`config.mk`:
```
export PLATFORM = sky130hd
export DESIGN_NAME = irq_flag_enable_slice
export DESIGN_NICKNAME = d
export VERILOG_FILES = /design/src/common/irq_slice_pkg.sv /design/src/hw/irq_flag_enable_slice.sv
export VERILOG_INCLUDE_DIRS = /design/src /design/src/common
export SDC_FILE = /design/constraint.sdc
export NUM_CORES = 1
export LEC_CHECK = 0
export BUFFER_PORTS_ARGS = -buffer_cell sky130_fd_sc_hd__buf_2
export CAP_MARGIN = 20
export CORE_AREA = 2 2 98 119
export DETAILED_ROUTE_END_ITERATION = 12
export DIE_AREA = 0 0 100 121
export PLACE_DENSITY_LB_ADDON = 0.15
export SLEW_MARGIN = 20
export SYNTH_ARGS = -nofsm -noshare
export SYNTH_HDL_FRONTEND = slang
export SYNTH_SLANG_ARGS = --single-unit
```
`constraint.sdc`:
```
create_clock -name hclk -period 4.5 [get_ports hclk]
set_input_delay 0 -clock hclk [delete_from_list [all_inputs] [get_ports hclk]]
set_output_delay 0 -clock hclk [all_outputs]
set_load 0.02 [all_outputs]
```
`src/common/irq_slice_defines.svh`:
```
// offsets, field positions, masks and reset values of the pending/enable slice
`ifndef IRQ_SLICE_DEFINES_SVH
`define IRQ_SLICE_DEFINES_SVH

// --------------------------------------------------------------------
// register byte offsets
// --------------------------------------------------------------------
`define OFF_PENDING_GROUP4  8'h00
`define OFF_PENDING_GROUP5  8'h04
`define OFF_PENDING_GROUP6  8'h08
`define OFF_ENABLE_GROUP0   8'h0c
`define OFF_ENABLE_GROUP4   8'h10
`define OFF_ENABLE_GROUP5   8'h14
`define OFF_ENABLE_GROUP6   8'h18
`define OFF_EVT_STATUS      8'h1c
`define OFF_EVT_CLEAR       8'h20
`define OFF_EVT_ENABLE      8'h24

// --------------------------------------------------------------------
// field positions, group 4
// --------------------------------------------------------------------
`define BIT_LOW_VOLTAGE_PENDING        8
`define BIT_CHECKSUM_GEN_PENDING       3
`define BIT_SERIAL_B_ERROR_PENDING     2
`define BIT_SERIAL_A_ERROR_PENDING     1

// --------------------------------------------------------------------
// field positions, group 5
// --------------------------------------------------------------------
`define BIT_CAPTURE_CH9_PENDING        13
`define BIT_COMPARE_CH9_PENDING        12
`define BIT_SYNC_SERIAL_C_EVENT_PENDING 11
`define BIT_SYNC_SERIAL_C_FAULT_PENDING 10
`define BIT_SERIAL_D_TX_PENDING        9
`define BIT_SERIAL_D_RX_PENDING        8
`define BIT_SERIAL_D_ERROR_PENDING     7
`define BIT_OTG_CONTROLLER_PENDING     6
`define BIT_TWO_WIRE_C_MASTER_PENDING  5
`define BIT_TWO_WIRE_C_SLAVE_PENDING   4
`define BIT_SERIAL_C_TX_PENDING        3
`define BIT_SERIAL_C_RX_PENDING        2
`define BIT_SERIAL_C_ERROR_PENDING     1

// --------------------------------------------------------------------
// field positions, group 6
// --------------------------------------------------------------------
`define BIT_GRAPHICS_ENGINE_PENDING    4

// --------------------------------------------------------------------
// implemented-bit masks and reset values
// --------------------------------------------------------------------
`define MASK_GROUP4         16'h010e
`define MASK_GROUP5         16'h3ffe
`define MASK_GROUP6         16'h0010
`define MASK_ENABLE_GROUP0  16'h3fef
`define RESET_FLAGS         16'h0000
`define RESET_EVT           3'h0

`endif

```
`src/common/irq_slice_pkg.sv`:
```
// types shared by the pending/enable slice
package irq_slice_pkg;

  // one 16-bit word per flag group
  typedef struct packed {
    logic [15:0] g6;
    logic [15:0] g5;
    logic [15:0] g4;
  } grp_word_t;

  // all state of the slice
  typedef struct packed {
    grp_word_t   pend;       // pending flags
    grp_word_t   en;         // per-source enables
    logic [15:0] en0;        // enable group 0 storage
    logic [2:0]  evt_st;     // sticky group events
    logic [2:0]  evt_en;     // group event enables
    logic        wr_pend;    // write data phase due
    logic [7:0]  wr_addr;    // address of pending write
    logic [31:0] hrdata;     // read data
    logic        hreadyout;  // bus ready
    logic        hresp;      // bus response
    logic        irq;        // summary interrupt
    grp_word_t   req;        // per-source requests
  } slice_state_t;

endpackage

```
`src/hw/irq_flag_enable_slice.sv`:
```
// pending flag and enable slice of the interrupt controller, AHB-Lite slave
//
// Added by the designer: register access over AHB-Lite and the register addresses.
`timescale 1ns/1ps
`include "irq_slice_defines.svh"

// --------------------------------------------------------------------
// register map, one aligned word each, data in bits 15:0
// --------------------------------------------------------------------
// 0x00 pending group 4, read/write, hardware sets
// 0x04 pending group 5, read/write, hardware sets
// 0x08 pending group 6, read/write, hardware sets
// 0x0c enable group 0, plain storage, exported on its port
// 0x10 enables of the group 4 sources
// 0x14 enables of the group 5 sources
// 0x18 enables of the group 6 sources
// 0x1c sticky group events, read only
// 0x20 event clear, a one clears, reads zero
// 0x24 event enables, feed the irq line
// other words read zero and ignore writes
// zero wait states, response always okay

// What this block does
// - hardware sets flags; software reads, writes them
// - flag one means request recorded
// - all flags and enables reset to zero
// - unassigned bit positions always read zero
// - group 4 bit 8 low voltage
// - group 4 bit 3 checksum, 7-4 zero
// - group 4 bits 1,2 serial errors
// - group 5 capture 13, compare 12
// - group 5 bits 11,10 sync serial
// - group 5 serial d bits 9,8,7
// - group 5 bit 6 otg controller
// - group 5 two wire bits 5,4
// - group 5 serial c bits 3,2,1
// - group 6 only graphics bit 4
// - enable gates request, flag untouched
module irq_flag_enable_slice
  import irq_slice_pkg::*;
(
  input  wire logic        hclk,
  input  wire logic        hresetn,
  input  wire logic        hsel,
  input  wire logic [31:0] haddr,
  input  wire logic [1:0]  htrans,
  input  wire logic        hwrite,
  input  wire logic [2:0]  hsize,
  input  wire logic [31:0] hwdata,
  input  wire logic        hready,
  output logic [31:0]      hrdata,
  output logic             hreadyout,
  output logic             hresp,
  input  wire grp_word_t   src_set,
  output grp_word_t        src_req,
  output logic [15:0]      enable_group0,
  output logic             irq
);

  // --------------------------------------------------------------------
  // state and next state
  // --------------------------------------------------------------------
  slice_state_t st;        // registered state
  slice_state_t next_st;   // combinational next state

  logic       addr_phase;  // valid address phase this cycle
  logic [2:0] grp_evt;     // a hardware set in a group
  logic [2:0] evt_clr;     // software clear of events

  // implemented-bit masks
  localparam logic [15:0] M4  = `MASK_GROUP4;
  localparam logic [15:0] M5  = `MASK_GROUP5;
  localparam logic [15:0] M6  = `MASK_GROUP6;
  localparam logic [15:0] ME0 = `MASK_ENABLE_GROUP0;

  // --------------------------------------------------------------------
  // next-state logic
  // --------------------------------------------------------------------
  always_comb
  begin
    // defaults: hold state, no group event, no clears
    next_st    = st;
    addr_phase = hsel && hready && htrans[1];
    grp_evt    = '0;
    evt_clr    = '0;
    // hardware sets, masked to implemented bits
    grp_evt[0] = |(src_set.g4 & M4);
    grp_evt[1] = |(src_set.g5 & M5);
    grp_evt[2] = |(src_set.g6 & M6);
    // data phase of a write
    if (st.wr_pend)
    begin
      unique case (st.wr_addr)
        `OFF_PENDING_GROUP4: next_st.pend.g4 = hwdata[15:0];
        `OFF_PENDING_GROUP5: next_st.pend.g5 = hwdata[15:0];
        `OFF_PENDING_GROUP6: next_st.pend.g6 = hwdata[15:0];
        `OFF_ENABLE_GROUP0:  next_st.en0     = hwdata[15:0];
        `OFF_ENABLE_GROUP4:  next_st.en.g4   = hwdata[15:0];
        `OFF_ENABLE_GROUP5:  next_st.en.g5   = hwdata[15:0];
        `OFF_ENABLE_GROUP6:  next_st.en.g6   = hwdata[15:0];
        `OFF_EVT_CLEAR:      evt_clr         = hwdata[2:0];
        `OFF_EVT_ENABLE:     next_st.evt_en  = hwdata[2:0];
        default:             next_st.evt_en  = st.evt_en;      // read-only or unmapped
      endcase
    end
    // hardware set wins over a software clear: the write is applied
    // first and the pulses are or-ed in after it, so a request that
    // arrives together with a clear of the same flag is never lost
    next_st.pend.g4 = (next_st.pend.g4 | src_set.g4) & M4;
    next_st.pend.g5 = (next_st.pend.g5 | src_set.g5) & M5;
    next_st.pend.g6 = (next_st.pend.g6 | src_set.g6) & M6;
    next_st.en.g4   = next_st.en.g4 & M4;
    next_st.en.g5   = next_st.en.g5 & M5;
    next_st.en.g6   = next_st.en.g6 & M6;
    next_st.en0     = next_st.en0 & ME0;
    // one status bit per group, so a single read tells where to look
    // sticky events, set wins over clear
    next_st.evt_st  = (st.evt_st & ~evt_clr) | grp_evt;
    next_st.irq     = |(next_st.evt_st & next_st.evt_en);
    // per-source requests, enable gates without touching flag
    next_st.req.g4  = next_st.pend.g4 & next_st.en.g4;
    next_st.req.g5  = next_st.pend.g5 & next_st.en.g5;
    next_st.req.g6  = next_st.pend.g6 & next_st.en.g6;
    // only haddr[7:0] is decoded, upper address bits alias
    // zero wait states: ready high and okay on every cycle
    // address phase capture
    next_st.wr_pend = addr_phase && hwrite;
    next_st.wr_addr = haddr[7:0];
    next_st.hreadyout = 1'b1;
    next_st.hresp   = 1'b0;
    // read data for the coming data phase, sees any write in flight
    if (addr_phase && !hwrite)
    begin
      unique case (haddr[7:0])
        `OFF_PENDING_GROUP4: next_st.hrdata = {16'h0000, next_st.pend.g4};
        `OFF_PENDING_GROUP5: next_st.hrdata = {16'h0000, next_st.pend.g5};
        `OFF_PENDING_GROUP6: next_st.hrdata = {16'h0000, next_st.pend.g6};
        `OFF_ENABLE_GROUP0:  next_st.hrdata = {16'h0000, next_st.en0};
        `OFF_ENABLE_GROUP4:  next_st.hrdata = {16'h0000, next_st.en.g4};
        `OFF_ENABLE_GROUP5:  next_st.hrdata = {16'h0000, next_st.en.g5};
        `OFF_ENABLE_GROUP6:  next_st.hrdata = {16'h0000, next_st.en.g6};
        `OFF_EVT_STATUS:     next_st.hrdata = {29'h0000000, next_st.evt_st};
        `OFF_EVT_ENABLE:     next_st.hrdata = {29'h0000000, next_st.evt_en};
        default:             next_st.hrdata = 32'h0000_0000;   // unmapped, clear reg
      endcase
    end
    else
    begin
      next_st.hrdata = 32'h0000_0000;
    end
  end

  // --------------------------------------------------------------------
  // state register
  // --------------------------------------------------------------------
  // async reset clears flags, enables and events;
  // ready stays high so a master is never stalled by reset
  always_ff @(posedge hclk or negedge hresetn)
  begin
    if (!hresetn)
    begin
      st           <= '0;
      st.hreadyout <= 1'b1;
    end
    else
    begin
      st <= next_st;
    end
  end

  // --------------------------------------------------------------------
  // outputs, straight from flops
  // --------------------------------------------------------------------
  assign hrdata        = st.hrdata;
  assign hreadyout     = st.hreadyout;
  assign hresp         = st.hresp;
  assign src_req       = st.req;
  assign enable_group0 = st.en0;
  assign irq           = st.irq;

  // --------------------------------------------------------------------
  // assertions
  // --------------------------------------------------------------------
  logic        rd_dphase;   // read data phase in progress
  logic [7:0]  rd_addr;     // address of that read

  // helper: track read data phase
  always_ff @(posedge hclk or negedge hresetn)
  begin
    if (!hresetn)
    begin
      rd_dphase <= 1'b0;
      rd_addr   <= 8'h00;
    end
    else
    begin
      rd_dphase <= addr_phase && !hwrite;
      rd_addr   <= haddr[7:0];
    end
  end

  property p_hw_set;
    @(posedge hclk) disable iff (!hresetn)
    src_set.g5[`BIT_OTG_CONTROLLER_PENDING] |=> st.pend.g5[`BIT_OTG_CONTROLLER_PENDING];
  endproperty
  a_hw_set: assert property (p_hw_set) else $error("hw set did not land");

  property p_sw_clear;
    @(posedge hclk) disable iff (!hresetn)
    (st.wr_pend && st.wr_addr == `OFF_PENDING_GROUP4 && hwdata[`BIT_LOW_VOLTAGE_PENDING] == 1'b0
      && !src_set.g4[`BIT_LOW_VOLTAGE_PENDING]) |=> !st.pend.g4[`BIT_LOW_VOLTAGE_PENDING];
  endproperty
  a_sw_clear: assert property (p_sw_clear) else $error("software clear failed");

  property p_flag_cause;
    @(posedge hclk) disable iff (!hresetn)
    $rose(st.pend.g4[`BIT_CHECKSUM_GEN_PENDING]) |->
      ($past(src_set.g4[`BIT_CHECKSUM_GEN_PENDING]) || $past(st.wr_pend));
  endproperty
  a_flag_cause: assert property (p_flag_cause) else $error("flag rose with no cause");

  property p_reset_zero;
    @(posedge hclk) disable iff (!hresetn)
    $rose(hresetn) |-> (st.pend == '0 && st.en == '0 && st.en0 == 16'h0000 && !st.irq);
  endproperty
  a_reset_zero: assert property (p_reset_zero) else $error("state not zero after reset");

  property p_unimpl_zero;
    @(posedge hclk) disable iff (!hresetn)
    ((st.pend.g4 & ~M4) == 16'h0000) && ((st.pend.g5 & ~M5) == 16'h0000)
      && ((st.pend.g6 & ~M6) == 16'h0000) && ((st.en0 & ~ME0) == 16'h0000);
  endproperty
  a_unimpl_zero: assert property (p_unimpl_zero) else $error("unimplemented bit set");

  property p_read_g4;
    @(posedge hclk) disable iff (!hresetn)
    (rd_dphase && rd_addr == `OFF_PENDING_GROUP4) |-> (hrdata[7:4] == 4'h0 && hrdata[31:9] == 23'h0);
  endproperty
  a_read_g4: assert property (p_read_g4) else $error("group 4 reserved bits read nonzero");

  property p_read_g5;
    @(posedge hclk) disable iff (!hresetn)
    (rd_dphase && rd_addr == `OFF_PENDING_GROUP5) |-> (hrdata[15:14] == 2'h0 && hrdata[0] == 1'b0);
  endproperty
  a_read_g5: assert property (p_read_g5) else $error("group 5 reserved bits read nonzero");

  property p_en_keeps_flag;
    @(posedge hclk) disable iff (!hresetn)
    (st.pend.g5[`BIT_SERIAL_D_RX_PENDING] && !st.wr_pend) ##1 !st.wr_pend
      |-> st.pend.g5[`BIT_SERIAL_D_RX_PENDING] && (src_req.g5[`BIT_SERIAL_D_RX_PENDING] ==
      st.en.g5[`BIT_SERIAL_D_RX_PENDING]);
  endproperty
  a_en_keeps_flag: assert property (p_en_keeps_flag) else $error("enable altered flag");

  property p_req_and;
    @(posedge hclk) disable iff (!hresetn)
    ##1 (src_req.g5 == (st.pend.g5 & st.en.g5)) && (src_req.g4 == (st.pend.g4 & st.en.g4))
      && (src_req.g6 == (st.pend.g6 & st.en.g6));
  endproperty
  a_req_and: assert property (p_req_and) else $error("request not flag and enable");

  property p_irq_level;
    @(posedge hclk) disable iff (!hresetn)
    irq == |(st.evt_st & st.evt_en);
  endproperty
  a_irq_level: assert property (p_irq_level) else $error("irq does not follow status");

  // --------------------------------------------------------------------
  // bus and register checks
  // --------------------------------------------------------------------
  property p_ready_okay;
    @(posedge hclk) disable iff (!hresetn)
    hreadyout && !hresp;
  endproperty
  a_ready_okay: assert property (p_ready_okay) else $error("slave stalled or answered an error");

  property p_rdata_idle;
    @(posedge hclk) disable iff (!hresetn)
    !rd_dphase |-> (hrdata == 32'h0000_0000);
  endproperty
  a_rdata_idle: assert property (p_rdata_idle) else $error("read data outside a read data phase");

  property p_read_g6;
    @(posedge hclk) disable iff (!hresetn)
    (rd_dphase && rd_addr == `OFF_PENDING_GROUP6) |-> (hrdata[31:5] == 27'h0 && hrdata[3:0] == 4'h0);
  endproperty
  a_read_g6: assert property (p_read_g6) else $error("group 6 reserved bits read nonzero");

  property p_read_en0;
    @(posedge hclk) disable iff (!hresetn)
    (rd_dphase && rd_addr == `OFF_ENABLE_GROUP0) |-> (hrdata[31:14] == 18'h0 && hrdata[4] == 1'b0);
  endproperty
  a_read_en0: assert property (p_read_en0) else $error("enable group 0 reserved bits read nonzero");

  property p_read_en4;
    @(posedge hclk) disable iff (!hresetn)
    (rd_dphase && rd_addr == `OFF_ENABLE_GROUP4)
      |-> (hrdata[31:9] == 23'h0 && hrdata[7:4] == 4'h0 && !hrdata[0]);
  endproperty
  a_read_en4: assert property (p_read_en4) else $error("enable group 4 reserved bits read nonzero");

  property p_clear_word_zero;
    @(posedge hclk) disable iff (!hresetn)
    (rd_dphase && rd_addr == `OFF_EVT_CLEAR) |-> (hrdata == 32'h0000_0000);
  endproperty
  a_clear_word_zero: assert property (p_clear_word_zero) else $error("clear word read nonzero");

  property p_write_lands;
    @(posedge hclk) disable iff (!hresetn)
    (st.wr_pend && st.wr_addr == `OFF_PENDING_GROUP5 && src_set.g5 == 16'h0000)
      |=> ({16'h0000, st.pend.g5} == ($past(hwdata) & {16'h0000, M5}));
  endproperty
  a_write_lands: assert property (p_write_lands) else $error("software write to group 5 lost");

  property p_en0_write;
    @(posedge hclk) disable iff (!hresetn)
    (st.wr_pend && st.wr_addr == `OFF_ENABLE_GROUP0)
      |=> ({16'h0000, enable_group0} == ($past(hwdata) & {16'h0000, ME0}));
  endproperty
  a_en0_write: assert property (p_en0_write) else $error("enable group 0 write lost");

  property p_hw_set_lv;
    @(posedge hclk) disable iff (!hresetn)
    src_set.g4[`BIT_LOW_VOLTAGE_PENDING] |=> st.pend.g4[`BIT_LOW_VOLTAGE_PENDING];
  endproperty
  a_hw_set_lv: assert property (p_hw_set_lv) else $error("low voltage set did not land");

  property p_hw_set_crc;
    @(posedge hclk) disable iff (!hresetn)
    src_set.g4[`BIT_CHECKSUM_GEN_PENDING] |=> st.pend.g4[`BIT_CHECKSUM_GEN_PENDING];
  endproperty
  a_hw_set_crc: assert property (p_hw_set_crc) else $error("checksum set did not land");

  property p_hw_set_ser_a;
    @(posedge hclk) disable iff (!hresetn)
    src_set.g4[`BIT_SERIAL_A_ERROR_PENDING] |=> st.pend.g4[`BIT_SERIAL_A_ERROR_PENDING];
  endproperty
  a_hw_set_ser_a: assert property (p_hw_set_ser_a) else $error("serial a error set did not land");

  property p_hw_set_gfx;
    @(posedge hclk) disable iff (!hresetn)
    src_set.g6[`BIT_GRAPHICS_ENGINE_PENDING] |=> st.pend.g6[`BIT_GRAPHICS_ENGINE_PENDING];
  endproperty
  a_hw_set_gfx: assert property (p_hw_set_gfx) else $error("graphics set did not land");

  property p_evt_set;
    @(posedge hclk) disable iff (!hresetn)
    ((src_set.g6 & M6) != 16'h0000) |=> st.evt_st[2];
  endproperty
  a_evt_set: assert property (p_evt_set) else $error("group 6 event not recorded");

  property p_evt_sticky;
    @(posedge hclk) disable iff (!hresetn)
    (st.evt_st[1] && !(st.wr_pend && st.wr_addr == `OFF_EVT_CLEAR && hwdata[1])) |=> st.evt_st[1];
  endproperty
  a_evt_sticky: assert property (p_evt_sticky) else $error("group 5 event dropped without a clear");

  property p_evt_clear;
    @(posedge hclk) disable iff (!hresetn)
    (st.wr_pend && st.wr_addr == `OFF_EVT_CLEAR && hwdata[0] && (src_set.g4 & M4) == 16'h0000)
      |=> !st.evt_st[0];
  endproperty
  a_evt_clear: assert property (p_evt_clear) else $error("group 4 event not cleared");

  // per-bit check: a blocked source never requests, over all 48 positions
  for (genvar gi = 0; gi < 48; gi++)
  begin : g_req_bit
    property p_req_bit;
      @(posedge hclk) disable iff (!hresetn)
      (st.pend[gi] && !st.en[gi]) |-> !src_req[gi];
    endproperty
    a_req_bit: assert property (p_req_bit) else $error("blocked source still requests");
  end

  // main scenarios
  c_set_and_read: cover property (@(posedge hclk) disable iff (!hresetn)
    src_set.g6[`BIT_GRAPHICS_ENGINE_PENDING] ##[1:20] (rd_dphase && rd_addr == `OFF_PENDING_GROUP6));
  c_set_clear_same: cover property (@(posedge hclk) disable iff (!hresetn)
    st.wr_pend && st.wr_addr == `OFF_PENDING_GROUP5 && src_set.g5[`BIT_CAPTURE_CH9_PENDING]);
  c_irq_raise: cover property (@(posedge hclk) disable iff (!hresetn) $rose(irq));
  c_sw_force: cover property (@(posedge hclk) disable iff (!hresetn)
    st.wr_pend && st.wr_addr == `OFF_PENDING_GROUP4 && hwdata[`BIT_CHECKSUM_GEN_PENDING]);
  c_evt_clear: cover property (@(posedge hclk) disable iff (!hresetn)
    st.wr_pend && st.wr_addr == `OFF_EVT_CLEAR && (st.evt_st != 3'h0));

endmodule

```
* After elaboration in Yosys (flattened, before gate mapping)
Index checks and enable logic that the tools add are counted.
** Operators by class
- Equal/unequal tests :: 16
- Muxes and demuxes :: 14
- Bitwise gates (word level) :: 10
- Reductions and logical operators :: 10
** Operators with widths (count)
- one-hot mux 14 bit (9 select lines) :: 1
- 2-to-1 mux 101 bit :: 1
- 2-to-1 mux 16 bit :: 6
- equality test 8 x 5 -> 1 bit (second input constant) :: 7
- equality test 8 x 4 -> 1 bit (second input constant) :: 4
- 2-to-1 mux 32 bit :: 1
- equality test 8 x 6 -> 1 bit (second input constant) :: 3
- equality test 8 x 3 -> 1 bit (second input constant) :: 2
- zero test 8 bit :: 2
- AND 14 bit :: 1
- OR 14 bit :: 1
- OR reduction 13 bit :: 1
- 2-to-1 mux 3 bit :: 4
- AND 9 bit :: 1
- OR 9 bit :: 1
- AND 3 bit :: 2
- AND 5 bit :: 1
- 2-to-1 mux 5 bit :: 1
- OR 5 bit :: 1
- logical AND 1 bit :: 4
- OR reduction 4 bit :: 1
- inverter 3 bit :: 1
- OR 3 bit :: 1
- OR reduction 3 bit :: 1
- zero test 1 bit :: 1
** Word-level totals
- Register bits after elaboration :: 125
- Input port bits :: 122
- Output and inout port bits :: 99
- Logic and storage cells :: 66

* Longest topological paths before layout
- Depth after elaboration :: 8
- Mapped depth :: 7
- Depth with buffers taken out :: 5

* Worst setup path after synthesis
Ideal clock, no wire load.
- Kind :: register to register
- From :: reg st[88] (netlist bit)
- To :: reg st (netlist bit hrdata[1])
- Setup time :: 129 ps
- Arrival time :: 2169 ps
- Required time :: 4371 ps
- Slack :: 2202 ps
- Stages on the path, launching flop included :: 7
- Path buffers :: 1
- Clock period less this slack :: 2298 ps
- Path through :: dfrtp_1 -> or4_1 -> buf_2 -> nor3_4 -> mux2_2 -> nor2b_1 -> o41a_1
** RTL lines
- from (decl) :: line irq_flag_enable_slice.sv:63 : slice_state_t st;
- from (signal assigned) :: line irq_flag_enable_slice.sv:167 : st <= next_st;

==> results.toml <==
[yosys]
yosysWarnings = 0
netlist_instances = 454
synth_top_area_cell = "dfrtp_1"
synthTopCellsByArea = "dfrtp_1 (50%), buf_4 (15%), mux2i_1 (6.8%)"
synthArstFlopShare_pct = 100
synth_area_per_cell_sq_um = 10.7
ys_ff_latch = 97
yosysSeqAreaShare_pct = 50.2
synth_edf_count = 0
netlist_area_sq_mm = 0.00484
synthFlopType = "dfrtp_1"
synth_top_area_share_pct = 50.2
synth.distinct_cells = 49

[drt]
routed_wl_mm = 11.6
route.detailed.drc = 0
vias = 3417
ant_nets = 0
wl_per_cell_um = 16.9
vias_per_cell = 4.97
drtPass1Iterations = 4
drt_iter0_drc = 183

[layout]
diodes = 0
stdcell_count = 687
areaGrowthSynthToFinish_pct = 18.3
postLayoutCoreUtil_pct = 52.4
multi_input_area_sq_mm = 0.00167
finalNetCount = 672
seqCellArea_sq_mm = 0.00243
stdcell_area_sq_mm = 0.00573
layout-drive-gt1-share_pct = 23.4
fillers = 1028

[timing]
fmax_mhz = 363
max-slew-margin-rel_pct = 42.9
finalCritPeriodShare_pct = 61.2
hold_viol_final = 0
worst_pin_slew_ns = 0.854
tns_ns = 0
fin_skew_ns = 0.00785
fin_crit_ns = 2.75
setup_viol = 0
rsz0062_at_grt = "no"
finalWorstSetupSlack_ns = 1.75
slew_viol_final = 0

[global_route]
antenna_found_initial = 0
grt_max_degree = 63
grt_pass1_wl_mm = 18.1
gr-total-overflow = 0
grtUsageTotal_pct = 19.9
first_global_vias = 3395

[clock_tree]
clock_latency_ns = 0.35
clock_path_buffers = 2
cts_sinks = 97
cts_root_buffer = "clkbuf_16"
htreeDepth = 3
cts_tree = "done"
numCtsBuffers = 9
path_clk_slew_ns = 0.07

[pwr]
p_per_area_mw_per_mm2 = 354
leakagePower_uw = 0.00282
ir_worst_vdd_mv = 0.205

[worst_setup_path]
crit_type = "reg2reg"
end_kind = "flop"
cp_max_fo = 6
crit_required_ns = 4.71
crit_arrival_ns = 2.97
reg2reg_depth = 5
crit_path_start_kind = "flop"

[placed_design]
gp_congestion = 0.807
port_buffers = 91
dp_hpwl_mm = 8.21
place_area_sq_mm = 0.00496
dp.cells = 631
pre_cts_slack_ns = 1.78

[die]
die_area_sq_mm = 0.0121
die_w_um = 100
coreArea_sq_mm = 0.0109
die_h_um = 121
initial_utilization_pct = 44.3
ios = 221
rows = 42

[min_path]
hp-class = "in2reg"
worstHoldPathCells = 3

[flow_run]
cap_violations = 0

[run_status]
status = "completed"
==> path summary, 6_finish.rpt <==
kind | from | end | slack (ns)
hold reg to reg | st[95] | st[95] | 0.49
setup reg to reg | st[88] | hrdata[1] | 1.75
setup / recovery | st[88] | hrdata[1] | 1.75
min in group asynchronous | hresetn | src_req[3] | 0.15
max in group asynchronous | hresetn | enable_group0[0] | 3.20
hold / removal | hwdata[2] | enable_group0[2] | 0.02
==> power breakdown <==
| group | internal (uW) | total (uW) | switching (uW) |
|---|---|---|---|
| Clock | 600 | 940 | 339 |
| Combinational | 60.0 | 183 | 123 |
| Sequential | 894 | 902 | 8.75 |
==> cells in the final DEF (no fill, tap or decap), types with 4 or more instances in the layout <==
cell | netlist | routed
dfrtp_1 | 97 | 97
buf_2 | 4 | 90
conb_1 | 2 | 53
inv_1 | 44 | 44
dlygate4sd3_1 | 0 | 40
nor2_1 | 33 | 33
mux2i_1 | 33 | 33
nand2_1 | 12 | 12
and2_1 | 11 | 11
buf_4 | 98 | 11
o22ai_1 | 10 | 10
o21a_1 | 9 | 9
clkbuf_16 | 0 | 9
nand3_1 | 8 | 8
a211oi_1 | 8 | 8
nand4_1 | 7 | 7
nor4_1 | 6 | 6
and4_1 | 6 | 6
nor2b_1 | 5 | 5
mux2_2 | 5 | 5
a2bb2oi_1 | 4 | 4
a31oi_1 | 4 | 4
bufinv_16 | 0 | 4
==> flip-flops by register name, summed over array words and instances, names as in the netlist <==
register and cells:
st 51, irq 1, hrdata 14, src_req 18
enable_group0 13
==> what timing repair did <==
action / CTS / global route
hold buffers: 40 / 0
setup buffers: 0 / 0
endpoints found under the hold margin: 95 / 0
gates resized for setup: 0 / 0
==> per-stage QoR <==
stage          total power [uW]  hold WS, ns
6_report                   2020       0.0190
4_1_cts                    2040       0.0121
2_1_floorplan              1050       -0.296
3_3_place_gp               1070      -0.0212
3_5_place_dp               1080      -0.0154
5_1_grt                    2090       0.0346
==> Yosys cell counts, types with 3 or more instances <==
library cell / instances
a211oi_1: 8
a21o_1: 3
a21oi_1: 3
a221o_1: 3
a2bb2oi_1: 4
a31oi_1: 4
and2_1: 11
and4_1: 6
buf_2: 4
buf_4: 98
clkbuf_1: 4
dfrtp_1: 97
inv_1: 44
mux2_2: 5
mux2i_1: 33
nand2_1: 12
nand3_1: 8
nand4_1: 7
nor2_1: 33
nor2b_1: 5
nor4_1: 6
o21a_1: 9
o22ai_1: 10
==> worst max-delay path: stages, from the launching register on <==
cell and delay [ns]:
dfrtp_1 0.41, or4_1 0.70, nor3_4 0.49, mux2_2 0.41
nor2b_1 0.14, o41a_1 0.46
==> cell type report <==
class	instances	share of cell area, %
flip-flops and latches	97	42.4
multi-input cells	257	29.1
repair buffers	141	16.3
clock buffers	9	3.93
inverters	44	2.88
well taps	132	2.88
clock inverters	7	2.47
==> metal layers <==
layer / global-route usage (%) / wire [um] / vias up
li1: - / - / 1587
met1: 26.3 / 5090 / 1701
met2: 32.7 / 5760 / 116
met3: 4.38 / 604 / 13
met4: 6.16 / 166 / 0
met5: 0 / 0 / -
==> logic make-up after synthesis <==
logic type / Yosys count / synth area share (%)
buffers and inverters: 151 / 19.6
other: 2 / 0.155
AOI/OAI and AO/OA: 59 / 9.46
and+or+nand+nor: 107 / 12.6
muxes: 38 / 7.99
DFF: 97 / 50.2
Note: power is estimated with default switching activity, not from simulation.
